File: src/inc/vic_consts.svh
// Offsets, field positions, reset values and sizes of the interrupt controller
`ifndef VIC_CONSTS_SVH
`define VIC_CONSTS_SVH
// ----------------------------------------
// Register offsets
// ----------------------------------------
`define OFF_IRQ_ACTIVE   12'h000
`define OFF_IRQ_RAW      12'h004
`define OFF_IRQ_EN_SET   12'h008
`define OFF_IRQ_EN_CLR   12'h00c
`define OFF_SOFT_CFG     12'h010
`define OFF_VEC_BASE     12'h014
`define OFF_IRQ_VEC      12'h01c
`define OFF_PRIO_LOW     12'h020
`define OFF_PRIO_MID     12'h024
`define OFF_PRIO_HIGH    12'h028
`define OFF_RESERVED     12'h02c
`define OFF_NEST_CTRL    12'h030
`define OFF_EXT_CFG      12'h034
`define OFF_EXT_CLR      12'h038
`define OFF_IRQ_NEST     12'h03c
`define OFF_FIQ_ACTIVE   12'h100
`define OFF_FIQ_RAW      12'h104
`define OFF_FIQ_EN_SET   12'h108
`define OFF_FIQ_EN_CLR   12'h10c
`define OFF_FIQ_VEC      12'h11c
`define OFF_FIQ_NEST     12'h13c
// ----------------------------------------
// Fields and reset values
// ----------------------------------------
`define NEST_IRQ_BIT     0
`define NEST_FIQ_BIT     1
`define SOFT_IRQ_BIT     1
`define PRIO_FIELD_W     4
`define VEC_BASE_LSB     6
`define VEC_SLOT_SHIFT   2
`define RST_WORD         32'h0000_0000
`define RST_LEVEL        4'h0
`define SOFT_SRC_IDX     1
`define EXT_SRC_LO       18
`define SRC_TOP          21
`define MID_SRC_LO       8
`define HIGH_SRC_LO      16
`endif

File: src/inc/vic_pkg.sv
// Types shared by the interrupt controller modules
package vic_pkg;
   typedef logic [2:0] prio_t;
   typedef logic [4:0] src_t;
   typedef logic [3:0] level_t;
   typedef enum logic [1:0] {
      TRIG_RISE = 2'b00,
      TRIG_FALL = 2'b01,
      TRIG_HIGH = 2'b10,
      TRIG_LOW  = 2'b11
   } trig_mode_t;
endpackage : vic_pkg

File: src/inc/ext_trig_if.sv
// Interface between the register block and the external trigger unit
`timescale 1ns/100ps
interface ext_trig_if #(parameter int N_EXT = 4);
   logic [N_EXT-1:0]   pin;
   logic [2*N_EXT-1:0] cfg;
   logic [N_EXT-1:0]   clr;
   logic [N_EXT-1:0]   req;
   modport ctl  (output pin, output cfg, output clr, input req);
   modport unit (input pin, input cfg, input clr, output req);
endinterface : ext_trig_if

File: src/logic/ext_trigger.sv
// Edge and level detection for the external interrupt inputs
`timescale 1ns/100ps
module ext_trigger
   import vic_pkg::*;
#(
   parameter int N_EXT = 4
)(
   input wire logic   clk,
   input wire logic   rst,
   ext_trig_if.unit   ext
);
   logic [N_EXT-1:0] prev;
   logic [N_EXT-1:0] held;
   logic [N_EXT-1:0] edge_seen;
   logic [N_EXT-1:0] is_level;

   // ----------------------------------------
   // Detection
   // ----------------------------------------
   always_comb begin
      for (int i = 0; i < N_EXT; i++) begin
         unique case (trig_mode_t'(ext.cfg[2*i +: 2]))
            TRIG_RISE: begin
               edge_seen[i] = ext.pin[i] & ~prev[i];
               is_level[i]  = 1'b0;
            end
            TRIG_FALL: begin
               edge_seen[i] = ~ext.pin[i] & prev[i];
               is_level[i]  = 1'b0;
            end
            TRIG_HIGH: begin
               edge_seen[i] = ext.pin[i];
               is_level[i]  = 1'b1;
            end
            TRIG_LOW: begin
               edge_seen[i] = ~ext.pin[i];
               is_level[i]  = 1'b1;
            end
         endcase
      end
   end

   always_ff @(posedge clk) begin
      if (rst) begin
         prev <= '0;
      end else begin
         prev <= ext.pin;
      end
   end

   // Edge latch: a new edge beats a clear in the same cycle
   always_ff @(posedge clk) begin
      if (rst) begin
         held <= '0;
      end else begin
         held <= (held & ~ext.clr) | (edge_seen & ~is_level);
      end
   end

   assign ext.req = (held & ~is_level) | (edge_seen & is_level);
endmodule : ext_trigger

File: src/logic/vic_top.sv
// Vectored normal and fast interrupt controller with its register block
`timescale 1ns/100ps
`include "vic_consts.svh"
// Operation
// - Registers sit on the peripheral bus; each access takes two cycles.
// - Raw IRQ register shows every source level, enabled or not.
// - Writing IRQ disable register removes written sources from the IRQ enables.
// - Vector base marks a 64-byte-aligned handler table; vectors are formed from it.
// - IRQ vector register returns the handler address of the highest-priority active IRQ source, whether or not it is being serviced.
// - Each source has a priority 0..7, reset to zero.
// - Priorities split: sources 1-7, 8-15, 16-21 over three registers.
// - Nesting control enables nesting separately for IRQ and FIQ.
// - External inputs configured as rising edge, falling edge or level.
// - Writing edge clear register clears an external edge latch.
// - Nesting status records level (priority plus one) of the request that raised the exception.
// - Raw FIQ register shows every FIQ source, enabled or not.
// - Writing FIQ disable removes sources from FIQ enables only.
// - A fast request is presented ahead of a normal one.
module vic_top
   import vic_pkg::*;
#(
   parameter int N_SRC = 22,
   parameter int N_EXT = 4
)(
   input  wire logic        clk,
   input  wire logic        rst,
   input  wire logic        psel,
   input  wire logic        penable,
   input  wire logic        pwrite,
   input  wire logic [11:0] paddr,
   input  wire logic [31:0] pwdata,
   output logic      [31:0] prdata,
   output logic             pready,
   output logic             pslverr,
   input  wire logic [21:0] int_source,
   input  wire logic [N_EXT-1:0] ext_pin,
   output logic             irq_req,
   output logic             fiq_req
);
   localparam logic [21:0] SRC_MASK = 22'h3f_fffe;

   logic [21:0] irq_en;
   logic [21:0] fiq_en;
   logic [31:0] vec_base;
   logic [31:0] prio_low;
   logic [31:0] prio_mid;
   logic [31:0] prio_high;
   logic [1:0]  nest_ctrl;
   logic [2*N_EXT-1:0] ext_cfg;
   level_t      irq_level;
   level_t      fiq_level;
   logic        soft_req;
   logic [31:0] irq_vec;
   logic [31:0] fiq_vec;
   logic [21:0] raw;
   logic [21:0] irq_act;
   logic [21:0] fiq_act;
   src_t        irq_win;
   src_t        fiq_win;
   level_t      irq_lvl_w;
   level_t      fiq_lvl_w;
   logic        irq_pend;
   logic        fiq_pend;
   logic        wr;
   logic        rd_setup;
   logic        hit;
   logic [31:0] rd_word;

   ext_trig_if #(.N_EXT(N_EXT)) ext ();

   ext_trigger #(.N_EXT(N_EXT)) u_ext (
      .clk (clk),
      .rst (rst),
      .ext (ext.unit)
   );

   // ----------------------------------------
   // Helpers
   // ----------------------------------------
   function automatic prio_t prio_of(input logic [31:0] lo, input logic [31:0] mid,
                                     input logic [31:0] hi, input int s);
      if (s < `MID_SRC_LO)
         return lo[s*`PRIO_FIELD_W +: 3];
      else if (s < `HIGH_SRC_LO)
         return mid[(s-`MID_SRC_LO)*`PRIO_FIELD_W +: 3];
      else
         return hi[(s-`HIGH_SRC_LO)*`PRIO_FIELD_W +: 3];
   endfunction : prio_of

   // Highest priority wins; strict compare keeps the lowest number on a tie
   function automatic src_t pick(input logic [21:0] act, input logic [31:0] lo,
                                 input logic [31:0] mid, input logic [31:0] hi);
      src_t  best;
      prio_t bp;
      best = '0;
      bp   = '0;
      for (int s = 1; s <= `SRC_TOP; s++) begin
         if (act[s] && (best == '0 || prio_of(lo, mid, hi, s) > bp)) begin
            best = src_t'(s);
            bp   = prio_of(lo, mid, hi, s);
         end
      end
      return best;
   endfunction : pick

   function automatic logic [31:0] vec_of(input logic [31:0] base, input src_t s);
      return {base[31:`VEC_BASE_LSB], 6'h00} + {25'h000_0000, s, 2'h0};
   endfunction : vec_of

   function automatic level_t lvl_of(input prio_t p);
      return {1'b0, p} + 4'h1;
   endfunction : lvl_of

   // ----------------------------------------
   // Source gathering and arbitration
   // ----------------------------------------
   assign ext.pin = ext_pin;
   assign ext.cfg = ext_cfg;
   assign ext.clr = (wr && paddr == `OFF_EXT_CLR) ? pwdata[N_EXT-1:0] : '0;

   always_comb begin
      raw = int_source & SRC_MASK;
      raw[`SOFT_SRC_IDX] = soft_req;
      raw[`EXT_SRC_LO +: N_EXT] = ext.req;
   end

   assign irq_act   = raw & irq_en;
   assign fiq_act   = raw & fiq_en;
   assign irq_win   = pick(irq_act, prio_low, prio_mid, prio_high);
   assign fiq_win   = pick(fiq_act, prio_low, prio_mid, prio_high);
   assign irq_lvl_w = lvl_of(prio_of(prio_low, prio_mid, prio_high, int'(irq_win)));
   assign fiq_lvl_w = lvl_of(prio_of(prio_low, prio_mid, prio_high, int'(fiq_win)));

   // With nesting on, only a strictly higher level may interrupt again
   assign irq_pend = (|irq_act) && (!nest_ctrl[`NEST_IRQ_BIT] || irq_lvl_w > irq_level);
   assign fiq_pend = (|fiq_act) && (!nest_ctrl[`NEST_FIQ_BIT] || fiq_lvl_w > fiq_level);

   always_ff @(posedge clk) begin
      if (rst) begin
         fiq_req <= 1'b0;
         irq_req <= 1'b0;
      end else begin
         fiq_req <= fiq_pend;
         irq_req <= irq_pend & ~fiq_pend;
      end
   end

   always_ff @(posedge clk) begin
      if (rst) begin
         irq_vec <= `RST_WORD;
         fiq_vec <= `RST_WORD;
      end else begin
         if (irq_win != '0)
            irq_vec <= vec_of(vec_base, irq_win);
         if (fiq_win != '0)
            fiq_vec <= vec_of(vec_base, fiq_win);
      end
   end

   // Capture on the request edge beats a software write in the same cycle
   always_ff @(posedge clk) begin
      if (rst) begin
         irq_level <= `RST_LEVEL;
         fiq_level <= `RST_LEVEL;
      end else begin
         if (irq_pend && !fiq_pend && !irq_req)
            irq_level <= irq_lvl_w;
         else if (wr && paddr == `OFF_IRQ_NEST)
            irq_level <= pwdata[3:0];
         if (fiq_pend && !fiq_req)
            fiq_level <= fiq_lvl_w;
         else if (wr && paddr == `OFF_FIQ_NEST)
            fiq_level <= pwdata[3:0];
      end
   end

   // ----------------------------------------
   // Bus slave
   // ----------------------------------------
   assign wr       = psel & penable & pwrite;
   assign rd_setup = psel & ~penable & ~pwrite;
   assign pready   = 1'b1;

   always_ff @(posedge clk) begin
      if (rst) begin
         irq_en <= '0;
         fiq_en <= '0;
      end else begin
         if (wr && paddr == `OFF_IRQ_EN_SET)
            irq_en <= irq_en | (pwdata[21:0] & SRC_MASK);
         else if (wr && paddr == `OFF_IRQ_EN_CLR)
            irq_en <= irq_en & ~pwdata[21:0];
         if (wr && paddr == `OFF_FIQ_EN_SET)
            fiq_en <= fiq_en | (pwdata[21:0] & SRC_MASK);
         else if (wr && paddr == `OFF_FIQ_EN_CLR)
            fiq_en <= fiq_en & ~pwdata[21:0];
      end
   end

   always_ff @(posedge clk) begin
      if (rst) begin
         prio_low  <= `RST_WORD;
         prio_mid  <= `RST_WORD;
         prio_high <= `RST_WORD;
      end else if (wr) begin
         if (paddr == `OFF_PRIO_LOW)
            prio_low <= pwdata & 32'h7777_7770;
         if (paddr == `OFF_PRIO_MID)
            prio_mid <= pwdata & 32'h7777_7777;
         if (paddr == `OFF_PRIO_HIGH)
            prio_high <= pwdata & 32'h0077_7777;
      end
   end

   always_ff @(posedge clk) begin
      if (rst) begin
         vec_base  <= `RST_WORD;
         nest_ctrl <= '0;
         ext_cfg   <= '0;
         soft_req  <= 1'b0;
      end else if (wr) begin
         if (paddr == `OFF_VEC_BASE)
            vec_base <= pwdata;
         if (paddr == `OFF_NEST_CTRL)
            nest_ctrl <= pwdata[1:0];
         if (paddr == `OFF_EXT_CFG)
            ext_cfg <= pwdata[2*N_EXT-1:0];
         if (paddr == `OFF_SOFT_CFG)
            soft_req <= pwdata[`SOFT_IRQ_BIT];
      end
   end

   // Reserved word reads zero and takes no write; no bus error for it
   always_comb begin
      hit     = 1'b1;
      rd_word = `RST_WORD;
      unique case (paddr)
         `OFF_IRQ_ACTIVE: rd_word = {10'h000, irq_act};
         `OFF_IRQ_RAW:    rd_word = {10'h000, raw};
         `OFF_IRQ_EN_SET: rd_word = {10'h000, irq_en};
         `OFF_VEC_BASE:   rd_word = vec_base;
         `OFF_IRQ_VEC:    rd_word = irq_vec;
         `OFF_PRIO_LOW:   rd_word = prio_low;
         `OFF_PRIO_MID:   rd_word = prio_mid;
         `OFF_PRIO_HIGH:  rd_word = prio_high;
         `OFF_NEST_CTRL:  rd_word = {30'h0000_0000, nest_ctrl};
         `OFF_EXT_CFG:    rd_word = 32'(ext_cfg);
         `OFF_IRQ_NEST:   rd_word = {28'h000_0000, irq_level};
         `OFF_FIQ_ACTIVE: rd_word = {10'h000, fiq_act};
         `OFF_FIQ_RAW:    rd_word = {10'h000, raw};
         `OFF_FIQ_EN_SET: rd_word = {10'h000, fiq_en};
         `OFF_FIQ_VEC:    rd_word = fiq_vec;
         `OFF_FIQ_NEST:   rd_word = {28'h000_0000, fiq_level};
         `OFF_IRQ_EN_CLR, `OFF_SOFT_CFG, `OFF_RESERVED,
         `OFF_EXT_CLR, `OFF_FIQ_EN_CLR: rd_word = `RST_WORD;
         default:         hit = 1'b0;
      endcase
   end

   // Read data is sampled in the setup cycle so it is ready in the access cycle
   always_ff @(posedge clk) begin
      if (rst) begin
         prdata <= `RST_WORD;
      end else if (rd_setup) begin
         prdata <= rd_word;
      end
   end

   always_comb begin
      pslverr = psel & penable & ~hit;
   end
endmodule : vic_top

File: config.mk
export PLATFORM = sky130hd
export DESIGN_NAME = vic_top
export DESIGN_NICKNAME = d
export VERILOG_FILES = /design/src/inc/vic_pkg.sv /design/src/inc/ext_trig_if.sv /design/src/logic/ext_trigger.sv /design/src/logic/vic_top.sv
export VERILOG_INCLUDE_DIRS = /design/src /design/src/inc
export SDC_FILE = /design/constraint.sdc
export NUM_CORES = 1
export LEC_CHECK = 0
export ABC_AREA = 0
export BUFFER_PORTS_ARGS = -buffer_cell sky130_fd_sc_hd__buf_4
export CAP_MARGIN = 20
export CORE_MARGIN = 1
export CORE_UTILIZATION = 23
export CTS_BUF_LIST = sky130_fd_sc_hd__clkbuf_4
export DETAILED_ROUTE_END_ITERATION = 10
export SYNTH_ARGS = -nofsm -noshare
export SYNTH_HDL_FRONTEND = slang
export SYNTH_SLANG_ARGS = --single-unit
File: constraint.sdc
create_clock -name clk -period 96.2 [get_ports clk]
set_input_delay 14.43 -clock clk [delete_from_list [all_inputs] [get_ports clk]]
set_output_delay 14.43 -clock clk [all_outputs]
set_load 0.05 [all_outputs]
After elaboration in Yosys (flattened, before gate mapping) --
Cells that the tools add are included.
Word-level totals: bits in registers 264, bits of input ports 75
Operators by class: $add $sub $neg 8, $lt $le $gt $ge 46, eq/ne operators 32, shifts and indexed selects 6, mux-type cells 105, bitwise gates (word level) 41, reductions and logical operators 169
Operators by type and width (count):
- 32-bit one-hot mux with 15 select lines | 1
- 5-bit zero test | 40
- 5-bit 2-to-1 mux | 39
- 32-bit by 8-bit variable part select with 3-bit output | 6
- 3-bit 2-to-1 mux | 44
- 3-bit greater-than comparator | 40
- 12-bit by 6-bit == test with 1-bit output (second input constant) | 8
- 22-bit bitwise AND | 4
- 22-bit 2-to-1 mux | 4
- 12-bit by 9-bit == test with 1-bit output (second input constant) | 6
- 32-bit by 7-bit adder with 32-bit output | 2
- 1-bit logical AND | 52
- 22-bit bitwise OR | 2
- 22-bit OR reduction | 2
- 1-bit logical OR | 42
- 12-bit by 5-bit == test with 1-bit output (second input constant) | 3
- 12-bit by 4-bit == test with 1-bit output (second input constant) | 2
- 22-bit NOT | 1
- 21-bit OR reduction | 1
- 4-bit 2-to-1 mux | 5
- 2-bit OR reduction | 9
- 4-bit bitwise AND | 4
- 2-bit == test (second input constant) | 8
- 1-bit one-hot mux with 4 select lines | 4
- 21 further kinds | 78

Depth between registers and ports, before layout --
depth in word-level cells 100, depth in mapped cells 172, mapped depth without buffers 166

Cells and area by module --
From an unflattened synthesis, not the netlist that was laid out.
Second synthesis, totals: cell total of the unflattened synthesis 2789, area, all modules 20318.2 um^2
By module, submodules not included:
- vic_top | instances 1, cells an instance 2749, area each 19927.9 um^2
- ext_trigger | instances 1, cells an instance 40, area each 390.4 um^2

Least setup slack after synthesis --
Ideal clock, no wire load.
path kind in2reg, start point input int_source[2], end point register irq_level[3], setup time 116 ps, data arrival time 44558 ps, data required time 96084 ps, slack 51526 ps, stages 157, buffers on the path 5, path through buf_2 nand2_1 a211o_1 nand3_1 and2_1 ha_1 nor2b_1 o21a_1 o21ai_0 a21o_1 mux2_2 ha_1 nor2b_1 o21a_1 o21ai_0 a21oi_1 mux2i_1 ha_1 (+121 left out) ha_1 nor3b_1 a221oi_1 a211oi_1 ha_1 ha_1 nor2b_1 o21ai_0 nand2b_1 a21oi_1 o21ai_0 nand2_1 nand3_1 or2_1 clkbuf_1 nor2_1 a32oi_1 o211a_1
Between the ends: longest elaborated chain between the ends 91, elaborated cells on any way between the ends 267, classes of those cells add/sub: 6; order compare: 44; shift: 6; mux: 83; bitwise: 2; reduce/logical: 126
Ends and longest elaborated chain:
- from (decl) | RTL line vic_top.sv:35 | input wire logic [21:0] int_source,
- 22-bit bitwise AND | RTL line vic_top.sv:128 | assign fiq_act = raw & fiq_en;
- 1-bit logical AND | RTL line vic_top.sv:98 | if (act[s] && (best == '0 || prio_of(lo, mid, hi, s) > bp)) begin
- 3-bit 2-to-1 mux or 5-bit 2-to-1 mux (tied branches) | RTL line vic_top.sv:98
- 3-bit greater-than comparator or 5-bit zero test (tied branches) | RTL line vic_top.sv:98
- 1-bit logical OR | RTL line vic_top.sv:98
- 1-bit logical AND | RTL line vic_top.sv:98
- 3-bit 2-to-1 mux or 5-bit 2-to-1 mux (tied branches) | RTL line vic_top.sv:98
- 3-bit greater-than comparator or 5-bit zero test (tied branches) | RTL line vic_top.sv:98
- (+74 left out)
- 3-bit 2-to-1 mux | RTL line vic_top.sv:82 | if (s < `MID_SRC_LO)
- 3-bit by 1-bit adder with 4-bit output | RTL line vic_top.sv:111 | return {1'b0, p} + 4'h1;
- 4-bit greater-than comparator | RTL line vic_top.sv:136 | assign fiq_pend = (|fiq_act) && (!nest_ctrl[`NEST_FIQ_BIT] || fiq_lvl_w > fiq_level);
- 1-bit logical OR | RTL line vic_top.sv:136
- 1-bit logical AND | RTL line vic_top.sv:136
- 1-bit zero test | RTL line vic_top.sv:166 | if (irq_pend && !fiq_pend && !irq_req)
- 1-bit logical AND (2 in a row) | RTL line vic_top.sv:166
- 4-bit 2-to-1 mux or 2-bit nonzero test (tied branches)
- to (signal assigned) | RTL line vic_top.sv:163 | irq_level <= `RST_LEVEL;
- to (signal assigned) | RTL line vic_top.sv:167 | irq_level <= irq_lvl_w;
- to (signal assigned) | RTL line vic_top.sv:169 | irq_level <= pwdata[3:0];
- to (decl) | RTL line vic_top.sv:50 | level_t irq_level;
Several ways; a longest one is shown, not always the timed one. A chain may end at the register's enable or synchronous reset.

Worst setup path after layout --
Ends and elaborated chain as after synthesis.

==> key figures <==
Status
  – Outcome: finished, final reports clean

Power and ir drop
  – Pint: 165.7 uW
  – Sw Share: 24.47%
  – Logic pwr share: 4.2%
  – Switching pwr: 53.67 uW
  – Flop pwr share: 49.2%
  – VDD IR max: 7.485 uV
  – Clock share of power: 46.5%
  – Pwr Density: 9.637 nW/um^2
  – Power, Total: 219.3 uW
  – Static Leak: 7.770 nW

Final layout
  – Final net count: 2,928
  – Area Overhead vs Synth: 13.67%
  – Commonest non-fill, non-tap cells in the layout: nand2_1 (473), nor2_1 (309), dfxtp_1 (260)
  – Reg area: 5205 sq um
  – Fill cells: 9,525
  – Share of layout cells above drive strength 1: 13.80%
  – Most common cell after layout, fill and taps aside: nand2_1
  – Multi-input gate area: 13,830 sq um
  – Final Util: 26.56%

Timing
  – Setup TNS: 0 ps
  – RSZ-0062 raised after global routing: no
  – Final setup vio count: 0
  – Worst-margin pin slew: 1133 ps
  – Slew Viols, Final: 0
  – Period utilization: 50.42%
  – Max_slew headroom: 24.50%
  – Final min period: 48,500 ps
  – Max Freq: 0.02062 GHz
  – Layout Skew: 72.95 ps
  – Final Hold Vio Count: 0

CTS
  – H-Tree Depth: 3
  – TritonCTS Buffers: 69
  – Hold Buf Count CTS: 0
  – CTS tree: done
  – Clk_lat worst skew: 770 ps
  – Root Buffer: clkbuf_4
  – Clock Sinks: 260
  – Post_cts resized: 0
  – Post-CTS Setup Bufs: 0
  – Clock-pin slew on the worst setup and hold paths: 60 ps
  – Clock Path Buffers: 3

Global routing
  – M1 GR Usage: 24.25%
  – Gr busiest metal: met2
  – Global Route Usage Sum: 18.62%
  – Congestion Overflow GR: 0
  – Initial antenna violation count: 9
  – Largest net degree at the start of global routing: 97
  – Met2 Usage GRT: 29.29%
  – Vias in the first global route: 20,280
  – Grt met3 use: 3.776%
  – First-pass GRT wire length: 127,500 um

Routing
  – Routed wire per std cell: 21.73 um
  – Antenna violation net count after detailed routing: 0
  – Vias/cell: 5.526
  – Wirelength, routed: 86,090 um
  – First-pass detailed-route iteration total: 8
  – DRC viols: 0
  – Initial DRC Count: 2,556
  – DR vias: 21,890

Run
  – Max-cap check violation count: 0

Synth
  – Mux contribution to synthesized area: 5.386%
  – Synth cell types: 119
  – Synth Register Bits: 260
  – Post-Synth Simple-Gate Area: 25.58%
  – EDFF count, synth: 0
  – Synth Flop Type: dfxtp_1
  – Synthesized area: 20,020 sq um
  – Post-Syn Instances: 2,748
  – XOR/XNOR Fraction of Synth Area: 2.400%
  – Post-synth ARST share: 0%
  – Post-synthesis area per instance: 7.286 sq um
  – Net count after synthesis: 2,903
  – Main combinational cell family by area after synthesis: compound AO/OA/AOI/OAI gates
  – Adder and majority gate portion of the synthesized area: 5.605%
  – Post-synthesis sequential area ratio: 26.00%
  – Synth Area in Compound Gates: 29.73%
  – Warnings from Yosys: 0

Critical path
  – CP max stage cell: a211oi_1
  – CP Data Required Time: 96,850 ps
  – CP max FO: 10
  – Worst Setup End Kind: flip-flop
  – CP Launch Type: input pin
  – Critical path type: in2reg
  – Cell repeated most along the worst path: ha_1
  – Crit-path max cell delay: 680 ps
  – Critical path arrival: 49,150 ps

Die
  – Die height: 297.1 um
  – Die ar.: 88,240 sq um
  – Row Count: 107
  – IO Pins: 111
  – Die Wd: 297.1 um
  – Initial Util: 23.37%
  – Core area: 85,680 sq um

Placement
  – Half-perimeter wire length after placement: 64,140 um
  – Placer Congestion: 0.9990
  – IO Port Bufs: 103

Worst hold path
  – Worst min path class: reg2reg
## metrics by stage
step,setup WS [ps],std cells,instance area [sq um],hold WS (ps)
6_report,47700,3961,22760,448.5
3_5_place_dp,47150,3845,21860,440.1
3_3_place_gp,47160,3845,21860,437.8
4_1_cts,47880,3955,22730,454.3
5_1_grt,45370,3960,22760,477.1
2_1_floorplan,51530,2748,20020,425.9
## cell families (layout without fill, tap and decap cells)
kind of cell | count (synthesis) | in the layout
AND/OR/NAND/NOR | 1139 | 1139
other | 1 | 6
flip-flops | 260 | 260
adder cells (fa/ha/maj) | 92 | 92
AO/OA/AOI/OAI | 843 | 843
XOR/XNOR | 54 | 54
multiplexers | 94 | 94
buffers and inverters | 265 | 329
## power groups by stage
stage          logic (mW)  registers (mW)  clock network, mW
2_1_floorplan     0.00398           0.110                  0
3_3_place_gp      0.00908           0.110                  0
3_5_place_dp      0.00910           0.110                  0
4_1_cts           0.00910           0.108              0.104
5_1_grt           0.00967           0.108              0.109
6_report          0.00929           0.108              0.102
## routing by layer
layer | vias up | wire (um)
met5 | - | 62
met4 | 10 | 3714
li1 | 10130 | -
met2 | 1225 | 37950
met1 | 10300 | 35510
met3 | 222 | 8856
## synth_stat cells (20+ instances only)
cell type	number	area share [%]
nand2_1	475	8.9
nor2_1	317	5.9
dfxtp_1	260	26
a21oi_1	255	6.4
clkbuf_1	164	3.1
a22oi_1	86	3.2
nand3_1	83	2.1
ha_1	80	5.0
a211oi_1	74	2.8
o21ai_0	68	1.7
inv_1	66	1.2
and2_1	55	1.7
mux2i_1	46	2.3
nor3_1	43	1.1
a222oi_1	41	2.0
a31oi_1	39	1.2
mux2_2	38	2.1
a21o_1	29	1.1
xnor2_1	29	1.3
xor2_1	24	1.0
nand4_1	23	0.72
o211ai_1	22	0.82
o21a_1	21	0.79
and3_1	20	0.62
## path summary, 6_finish.rpt
| kind | startpoint | endpoint | slack (ps) | cells past startpoint |
|---|---|---|---|---|
| min | fiq_en[0] | fiq_en[0] | 450 | 2 |
| max reg2reg | soft_req | irq_level[3] | 59940 | 158 |
| min reg2reg | fiq_en[0] | fiq_en[0] | 450 | 2 |
| max | int_source[2] | irq_level[3] | 47700 | 152 |
## critical path: cells and delay by family
kind                     cells  cell delay [ps]
adder cells (fa/ha/maj)     25             7410
AO/OA/AOI/OAI               58            12980
buffers and inverters        5              790
multiplexers                14             5210
AND/OR/NAND/NOR             50             8250
## final cells by class
cell class | count | share of cell area (%)
Multi-Input combinational cell | 2223 | 60.78
Sequential cell | 260 | 22.87
Tap cell | 1144 | 6.289
Timing Repair Buffer | 151 | 5.030
Clock buffer | 100 | 3.299
Inverter | 68 | 1.121
Clock inverter | 10 | 0.5552
Antenna cell | 5 | 0.05498
Note: power is estimated with default switching activity, not from simulation.
